==> src/uil_pkg.sv <==
// package: register map, field layout and timing constants of the uart interrupt logic
package uil_pkg;
  // register byte offsets
  localparam logic [7:0] UIL_OFS_RAW = 8'h00;
  localparam logic [7:0] UIL_OFS_MASK = 8'h04;
  localparam logic [7:0] UIL_OFS_MIS = 8'h08;
  localparam logic [7:0] UIL_OFS_CLR = 8'h0c;
  localparam logic [7:0] UIL_OFS_LVL = 8'h10;
  localparam logic [7:0] UIL_OFS_CTL = 8'h14;
  // event bit positions
  localparam int UIL_NEV = 7;
  localparam int UIL_B_RX = 0;
  localparam int UIL_B_TX = 1;
  localparam int UIL_B_RTO = 2;
  localparam int UIL_B_FE = 3;
  localparam int UIL_B_PE = 4;
  localparam int UIL_B_BE = 5;
  localparam int UIL_B_OE = 6;
  // level select field: tx in [2:0], rx in [5:3]
  localparam int UIL_LVL_W = 3;
  localparam int UIL_TXL_LSB = 0;
  localparam int UIL_RXL_LSB = 3;
  localparam logic [5:0] UIL_LVL_RST = 6'h12;
  // control bit: last-bit tx event select
  localparam int UIL_CTL_EOT = 0;
  // fifo and time-out
  localparam int UIL_FIFO_DEPTH = 16;
  localparam int UIL_CNT_W = 5;
  localparam int UIL_RTO_BITS = 32;
  localparam logic [UIL_CNT_W:0] UIL_RTO_LAST = 6'h1f;
  typedef logic [UIL_NEV-1:0] uil_ev_type;
endpackage

==> src/uil_lvl_if.sv <==
// interface: fifo level compare request and result between top and comparator
`timescale 1ns/1ps
interface uil_lvl_if;
  logic [uil_pkg::UIL_CNT_W-1:0] tx_count;
  logic [uil_pkg::UIL_CNT_W-1:0] rx_count;
  logic [uil_pkg::UIL_LVL_W-1:0] tx_level_select;
  logic [uil_pkg::UIL_LVL_W-1:0] rx_level_select;
  logic tx_hit;
  logic rx_hit;
  modport top (output tx_count, rx_count, tx_level_select, rx_level_select,
               input tx_hit, rx_hit);
  modport cmp (input tx_count, rx_count, tx_level_select, rx_level_select,
               output tx_hit, rx_hit);
endinterface

==> src/uil_level_cmp.sv <==
// fifo level comparator producing the tx and rx trigger conditions
`timescale 1ns/1ps
module uil_level_cmp (
  // level compare channel
  uil_lvl_if.cmp lv
);
  import uil_pkg::*;

  // threshold in entries: 1/8,1/4,1/2,3/4,7/8 of the fifo depth
  function automatic logic [UIL_CNT_W-1:0] uil_thr(input logic [UIL_LVL_W-1:0] sel);
    logic [UIL_CNT_W-1:0] t;
    t = UIL_CNT_W'(UIL_FIFO_DEPTH / 2);
    case (sel)
      3'h0: t = UIL_CNT_W'(UIL_FIFO_DEPTH / 8);
      3'h1: t = UIL_CNT_W'(UIL_FIFO_DEPTH / 4);
      3'h2: t = UIL_CNT_W'(UIL_FIFO_DEPTH / 2);
      3'h3: t = UIL_CNT_W'((UIL_FIFO_DEPTH * 3) / 4);
      3'h4: t = UIL_CNT_W'((UIL_FIFO_DEPTH * 7) / 8);
      default: t = UIL_CNT_W'(UIL_FIFO_DEPTH / 2);
    endcase
    return t;
  endfunction

  // tx fires at or below its threshold, rx at or above
  always_comb begin
    lv.tx_hit = (lv.tx_count <= uil_thr(lv.tx_level_select));
    lv.rx_hit = (lv.rx_count >= uil_thr(lv.rx_level_select));
  end
endmodule

==> src/uil_top.sv <==
// uart interrupt status, mask, clear and combined request with apb access
// What this block does
// - separate events for overrun, break, parity, framing, time-out, transmit, receive.
// - with last-bit select clear, transmit event follows tx fifo level condition.
// - with last-bit select set, transmit event fires when serializer goes empty.
// - receive event fires when rx fifo fill meets selected level condition.
// - all enabled events are ORed onto one interrupt request line.
// - masked status register reads raw status AND mask.
// - an event reaches the request only when its mask bit is set.
// - raw status always readable regardless of mask.
// - writing one to a clear bit clears raw and masked status, except when the event sets again in that same cycle.
// - time-out fires when rx fifo holds data and 32 bit periods pass idle.
// - time-out clears when rx fifo empties, holding read, or clear written.
// - fifos are sixteen entries deep; their levels drive tx and rx events.
// - framing event raised when stop bit sampled low.
//
// Register access over APB and the register addresses were chosen for this implementation.
`timescale 1ns/1ps
module uil_top #(
  parameter int FIFO_DEPTH = uil_pkg::UIL_FIFO_DEPTH
) (
  // clock and reset
  input wire logic pclk,
  input wire logic presetn,
  // apb slave
  input wire logic psel,
  input wire logic penable,
  input wire logic pwrite,
  input wire logic [31:0] paddr,
  input wire logic [31:0] pwdata,
  output logic [31:0] prdata,
  output logic pready,
  output logic pslverr,
  // fifo levels and serializer state from the uart
  input wire logic [uil_pkg::UIL_CNT_W-1:0] tx_fifo_count,
  input wire logic [uil_pkg::UIL_CNT_W-1:0] rx_fifo_count,
  input wire logic tx_shifter_busy,
  // receiver error pulses, one per character
  input wire logic rx_overrun,
  input wire logic rx_break,
  input wire logic rx_parity_err,
  input wire logic rx_stop_bit_low,
  // receive activity
  input wire logic rx_char_done,
  input wire logic rx_holding_read,
  input wire logic bit_tick,
  // combined interrupt request
  output logic irq
);
  import uil_pkg::*;

  typedef struct packed {
    uil_ev_type raw;
    uil_ev_type mask;
    logic [2*UIL_LVL_W-1:0] lvl;
    logic eot_sel;
    logic tx_hit_d;
    logic rx_hit_d;
    logic busy_d;
    logic [UIL_CNT_W:0] idle_cnt;
    logic [31:0] rdata;
  } uil_state_type;

  uil_state_type st_r;
  uil_state_type st_nxt;
  uil_ev_type set_ev;
  uil_ev_type clr_ev;
  uil_ev_type mis;
  logic wr_en;
  logic rd_en;
  logic mapped;
  logic tx_cond;
  logic rx_empty;
  logic tx_all_done;

  uil_lvl_if lv ();

  // level thresholds in a separate comparator
  assign lv.tx_count = tx_fifo_count;
  assign lv.rx_count = rx_fifo_count;
  assign lv.tx_level_select = st_r.lvl[UIL_TXL_LSB +: UIL_LVL_W];
  assign lv.rx_level_select = st_r.lvl[UIL_RXL_LSB +: UIL_LVL_W];

  uil_level_cmp u_cmp (
    .lv(lv.cmp)
  );

  // apb decode: zero wait states, access phase completes at once
  assign wr_en = psel & penable & pwrite;
  assign rd_en = psel & ~penable & ~pwrite;
  assign pready = 1'b1;
  assign mapped = (paddr[7:0] == UIL_OFS_RAW) || (paddr[7:0] == UIL_OFS_MASK) ||
                  (paddr[7:0] == UIL_OFS_MIS) || (paddr[7:0] == UIL_OFS_CLR) ||
                  (paddr[7:0] == UIL_OFS_LVL) || (paddr[7:0] == UIL_OFS_CTL);
  assign pslverr = psel & penable & ~mapped;
  assign prdata = st_r.rdata;

  // masked view and combined line
  assign mis = st_r.raw & st_r.mask;
  assign irq = |mis;

  assign rx_empty = (rx_fifo_count == '0);
  // serializer done: fifo empty and shifter falls idle
  assign tx_all_done = (tx_fifo_count == '0) & st_r.busy_d & ~tx_shifter_busy;
  // level events are edge-triggered so a clear sticks until the level is crossed again
  assign tx_cond = st_r.eot_sel ? tx_all_done : (lv.tx_hit & ~st_r.tx_hit_d);

  always_comb begin
    st_nxt = st_r;
    set_ev = '0;
    clr_ev = '0;
    // event sources, one bit each
    set_ev[UIL_B_OE] = rx_overrun;
    set_ev[UIL_B_BE] = rx_break;
    set_ev[UIL_B_PE] = rx_parity_err;
    set_ev[UIL_B_FE] = rx_stop_bit_low;
    set_ev[UIL_B_TX] = tx_cond;
    set_ev[UIL_B_RX] = lv.rx_hit & ~st_r.rx_hit_d & ~rx_empty;
    set_ev[UIL_B_RTO] = 1'b0;
    st_nxt.tx_hit_d = lv.tx_hit;
    st_nxt.rx_hit_d = lv.rx_hit & ~rx_empty;
    st_nxt.busy_d = tx_shifter_busy | (tx_fifo_count != '0);
    // idle counter runs only while data waits; a new char restarts it
    if (rx_empty || rx_char_done || rx_holding_read) begin
      st_nxt.idle_cnt = '0;
    end else if (bit_tick && (st_r.idle_cnt != UIL_RTO_LAST + 1'b1)) begin
      st_nxt.idle_cnt = st_r.idle_cnt + 1'b1;
      if (st_r.idle_cnt == UIL_RTO_LAST) begin
        set_ev[UIL_B_RTO] = 1'b1;
      end
    end
    // time-out drops by emptying or holding read
    if (rx_empty || rx_holding_read) begin
      clr_ev[UIL_B_RTO] = 1'b1;
    end
    // register writes
    if (wr_en) begin
      case (paddr[7:0])
        UIL_OFS_MASK: st_nxt.mask = pwdata[UIL_NEV-1:0];
        UIL_OFS_CLR: clr_ev = clr_ev | pwdata[UIL_NEV-1:0];
        UIL_OFS_LVL: st_nxt.lvl = pwdata[2*UIL_LVL_W-1:0];
        UIL_OFS_CTL: st_nxt.eot_sel = pwdata[UIL_CTL_EOT];
        default: st_nxt.mask = st_r.mask;
      endcase
    end
    // set wins over clear
    st_nxt.raw = (st_r.raw & ~clr_ev) | set_ev;
    // read data captured in the setup phase
    if (rd_en) begin
      case (paddr[7:0])
        UIL_OFS_RAW: st_nxt.rdata = 32'(st_r.raw);
        UIL_OFS_MASK: st_nxt.rdata = 32'(st_r.mask);
        UIL_OFS_MIS: st_nxt.rdata = 32'(mis);
        UIL_OFS_LVL: st_nxt.rdata = 32'(st_r.lvl);
        UIL_OFS_CTL: st_nxt.rdata = 32'(st_r.eot_sel);
        default: st_nxt.rdata = 32'h0000_0000;
      endcase
    end
  end

  // single state register
  always_ff @(posedge pclk or negedge presetn) begin
    if (!presetn) begin
      st_r <= '{raw: '0, mask: '0, lvl: UIL_LVL_RST, eot_sel: 1'b0, tx_hit_d: 1'b0,
                rx_hit_d: 1'b0, busy_d: 1'b0, idle_cnt: '0, rdata: 32'h0000_0000};
    end else begin
      st_r <= st_nxt;
    end
  end
endmodule

==> config.mk <==
export PLATFORM = sky130hd
export DESIGN_NAME = uil_top
export DESIGN_NICKNAME = d
export VERILOG_FILES = /design/src/uil_pkg.sv /design/src/uil_lvl_if.sv /design/src/uil_level_cmp.sv /design/src/uil_top.sv
export SDC_FILE = /design/constraint.sdc
export NUM_CORES = 1
export LEC_CHECK = 0
export CORE_UTILIZATION = 23
export CTS_CLUSTER_SIZE = 20
export DETAILED_ROUTE_END_ITERATION = 16
export DONT_BUFFER_PORTS = 1
export PLACE_DENSITY = 0.37
export SLEW_MARGIN = 20
export SYNTH_ARGS = -nofsm -noshare
export SYNTH_HDL_FRONTEND = slang
export SYNTH_SLANG_ARGS = --single-unit
==> constraint.sdc <==
create_clock -name pclk -period 2 [get_ports pclk]
set_input_delay 0 -clock pclk [delete_from_list [all_inputs] [get_ports pclk]]
set_output_delay 0 -clock pclk [all_outputs]
set_load 0.05 [all_outputs]
==> results.ini <==
[sta]
worst_pin_slew_ns=0.571
finalCritPeriodShare_pct=91.8
worst_slack_ns=0.163
holdWs_ns=0.0113
rsz0062_at_grt=no
finalHoldViolCount=0
slew_violations=0
maxSlewHeadroom_pct=61.8
setup_viol=0
final.setup.tns_ns=0
period_minus_slack_ns=1.84
fmax_mhz=544
skew_ns=0.00713

[routing]
via_per_inst=4.31
vias=1654
wire_per_inst_um=14.4
ant_nets=0
remaining_drc_errors=0
drtIter0Drc=92
wirelength_mm=5.55
drtPass1Iterations=4

[floorplanning]
rows=35
die_h_um=101
start_util_pct=24.1
die_w_um=101
pin_count=122
core_um2=9370
die-area_um2=10200

[critical_path]
path_max_fanout=2
crit_buf_inv=0
crit_type=reg2reg
worstSetupStartpointType=flop
cpMaxStageDelayCell=dfstp_2
arrival_ns=2.02
critical-path-top-delay-family=flip-flops
crit_chain=nor2_1 -> mux2i_1 -> ha_1 -> o21ai_0 -> a31oi_1 -> or3_1 -> a22o_1
slowest_delay_ns=0.53
crit_path_end_kind=flop
critPathRequiredTime_ns=2.18

[synth]
yosysTopAreaCell=dfrtp_1
synth_edf_count=0
synth_seq_cells=37
ys.flop_type=dfrtp_1
synth_top_area_share_pct=38.8
yosysWarnings=0
syn_area_per_cell_um2=9.94
ys_seq_area_share_pct=41.1
synth_cells=227
synthesis.area_um2=2260
yosysUniqueCellTypes=45
async_flop_share_pct=100
synth_area_leaders=dfrtp_1 39%, buf_4 11%, mux2_2 7.0%

[cts]
ctsRootBufferMaster=clkbuf_8
htree_levels=2
clkTransAtPathRegs_ns=0.08
cts_tree=yes
clockBufferDepth=2
insertion_delay_ns=0.29
cts_setup_buffers=0
cts_made_buffers=5
numClockSinks=37

[run_status]
outcome=finished clean

[power]
power_density_nw_per_um2=579
p_int_mw=1.08
netSwitchingPower_uw=461
netSwitchingFraction_pct=30.0
ir_drop_mv=0.279
pwr-share-comb_pct=17.2
clockPowerShare_pct=33.0
pwr-share-seq_pct=49.8
p_leak_nw=1.13

[place]
gp_congestion=0.707
place_ws_ns=0.176
buffer_ports.inserted=0
place_inst=347
hpwlAfterDp_mm=3.96

[cells_and_area]
fin_cells=384
drive_above_1_share_pct=14.1
syn_to_final_growth_pct=17.8
diodes=0
fin_nets=349

[global_route]
grt_pass1_wl_mm=9.14
grt_use_total_pct=11.8
antenna_found_initial=0
grt_pass1_vias=1736
grt_max_degree=38
gr-total-overflow=0

[worst_hold_path]
hold_path.class=in2reg

[flow_run]
max_cap_viol_count=0

-- flip-flops by register name, indices dropped and copies added, names as in the netlist --
signal and flops:
lv.tx_level_select 3, prdata 7, st_r 24, lv.rx_level_select 3
-- stage by stage --
step                area, µm²  utilization, %  total power [mW]
CTS                      2650            28.3              1.57
finish                   2660            28.4              1.54
floorplan                2350               -              1.01
global route             2660            28.4              1.62
global placement         2280            24.3             0.984
detailed placement       2280            24.3             0.986
-- final cells by class --
cell class,instances,area (µm²)
Tap cell,129,161
Multi-Input combinational cell,169,1120
Clock buffer,6,72.6
Sequential cell,37,928
Clock inverter,2,10.0
Inverter,6,22.5
Fill cell,1018,6710
Timing Repair Buffer,35,345
-- worst paths after layout --
check	from	to	slack, ns	cells past startpoint
setup / recovery	lv.rx_level_select[1]$_DFFE_PN1P_	st_r[55]$_DFF_PN0_	0.16	7
hold / removal	paddr[2]	prdata[6]$_DFFE_PN0P_	0.01	2
max in group asynchronous	presetn	lv.tx_level_select[1]$_DFFE_PN1P_	1.58	2
min in group asynchronous	presetn	prdata[1]$_DFFE_PN0P_	0.17	2
hold reg to reg	st_r[51]$_DFFE_PN0P_	st_r[51]$_DFFE_PN0P_	0.54	1
setup reg to reg	lv.rx_level_select[1]$_DFFE_PN1P_	st_r[55]$_DFF_PN0_	0.16	7
-- cell usage after synthesis (3+ instances only) --
cell	instances
dfrtp_1	35
buf_4	33
nand2_1	28
nor2_1	17
mux2_2	14
a21o_1	9
ha_1	8
mux2i_1	8
inv_1	6
o221ai_1	6
clkbuf_1	5
o21ai_0	5
a21oi_1	4
nand3_1	3
nand4_1	3
-- worst reg2reg max path: cells and delay by family, from the launching register on --
family	cells	cell delay, ns
multiplexers	1	0.15
adder cells (fa/ha/maj)	1	0.24
flip-flops	1	0.53
AND/OR/NAND/NOR	2	0.38
AO/OA/AOI/OAI	3	0.44
-- timing repair --
item | in CTS | in global routing
hold endpoints to repair | 66 | 1
hold buffers | 28 | 1
gates resized for setup | 0 | 0
endpoints found under the setup margin | 0 | 0
-- layout by cell type (no fill, tap or decap), drive strengths merged, types with 3 or more instances in the layout --
| cell type | count |
|---|---|
| dfrtp | 35 |
| nand2 | 28 |
| dlygate4sd3 | 28 |
| conb | 26 |
| nor2 | 17 |
| mux2 | 14 |
| a21o | 9 |
| mux2i | 8 |
| ha | 8 |
| buf | 7 |
| inv | 6 |
| o221ai | 6 |
| clkbuf | 6 |
| o21ai | 5 |
| a21oi | 4 |
| nand4 | 3 |
| nand3 | 3 |
| or4 | 3 |
| or3 | 3 |
-- cell families (layout without fill, tap and decap cells) --
logic type                 Yosys count  count (layout)  share of synthesized area, %
and+or+nand+nor                     72              72                          16.1
buffers and inverters               45              49                          13.3
DFF                                 37              37                          41.1
AOI/OAI and AO/OA                   36              36                          11.6
muxes                               23              23                          11.5
adders and majority gates            8               8                          4.43
xor gates and xnor gates             4               4                          1.55
other                                2              26                         0.333
-- power groups by stage --
stage	clock [mW]	sequential [mW]	combinational [mW]
3_5_place_dp	0	0.781	0.205
3_3_place_gp	0	0.781	0.203
4_1_cts	0.536	0.766	0.266
6_report	0.508	0.766	0.266
5_1_grt	0.565	0.768	0.291
2_1_floorplan	0	0.777	0.233
-- routing by layer --
| metal | track usage [%] | share of wire [%] | up-vias | wire, µm |
|---|---|---|---|---|
| li1 | - | - | 795 | - |
| met1 | 15.0 | 44 | 804 | 2410 |
| met2 | 19.3 | 47 | 53 | 2630 |
| met3 | 3.95 | 8.5 | 2 | 470 |
| met4 | 2.68 | 0.52 | 0 | 29 |
| met5 | 0 | 0 | - | 0 |
(Power assumes the default switching activity.)
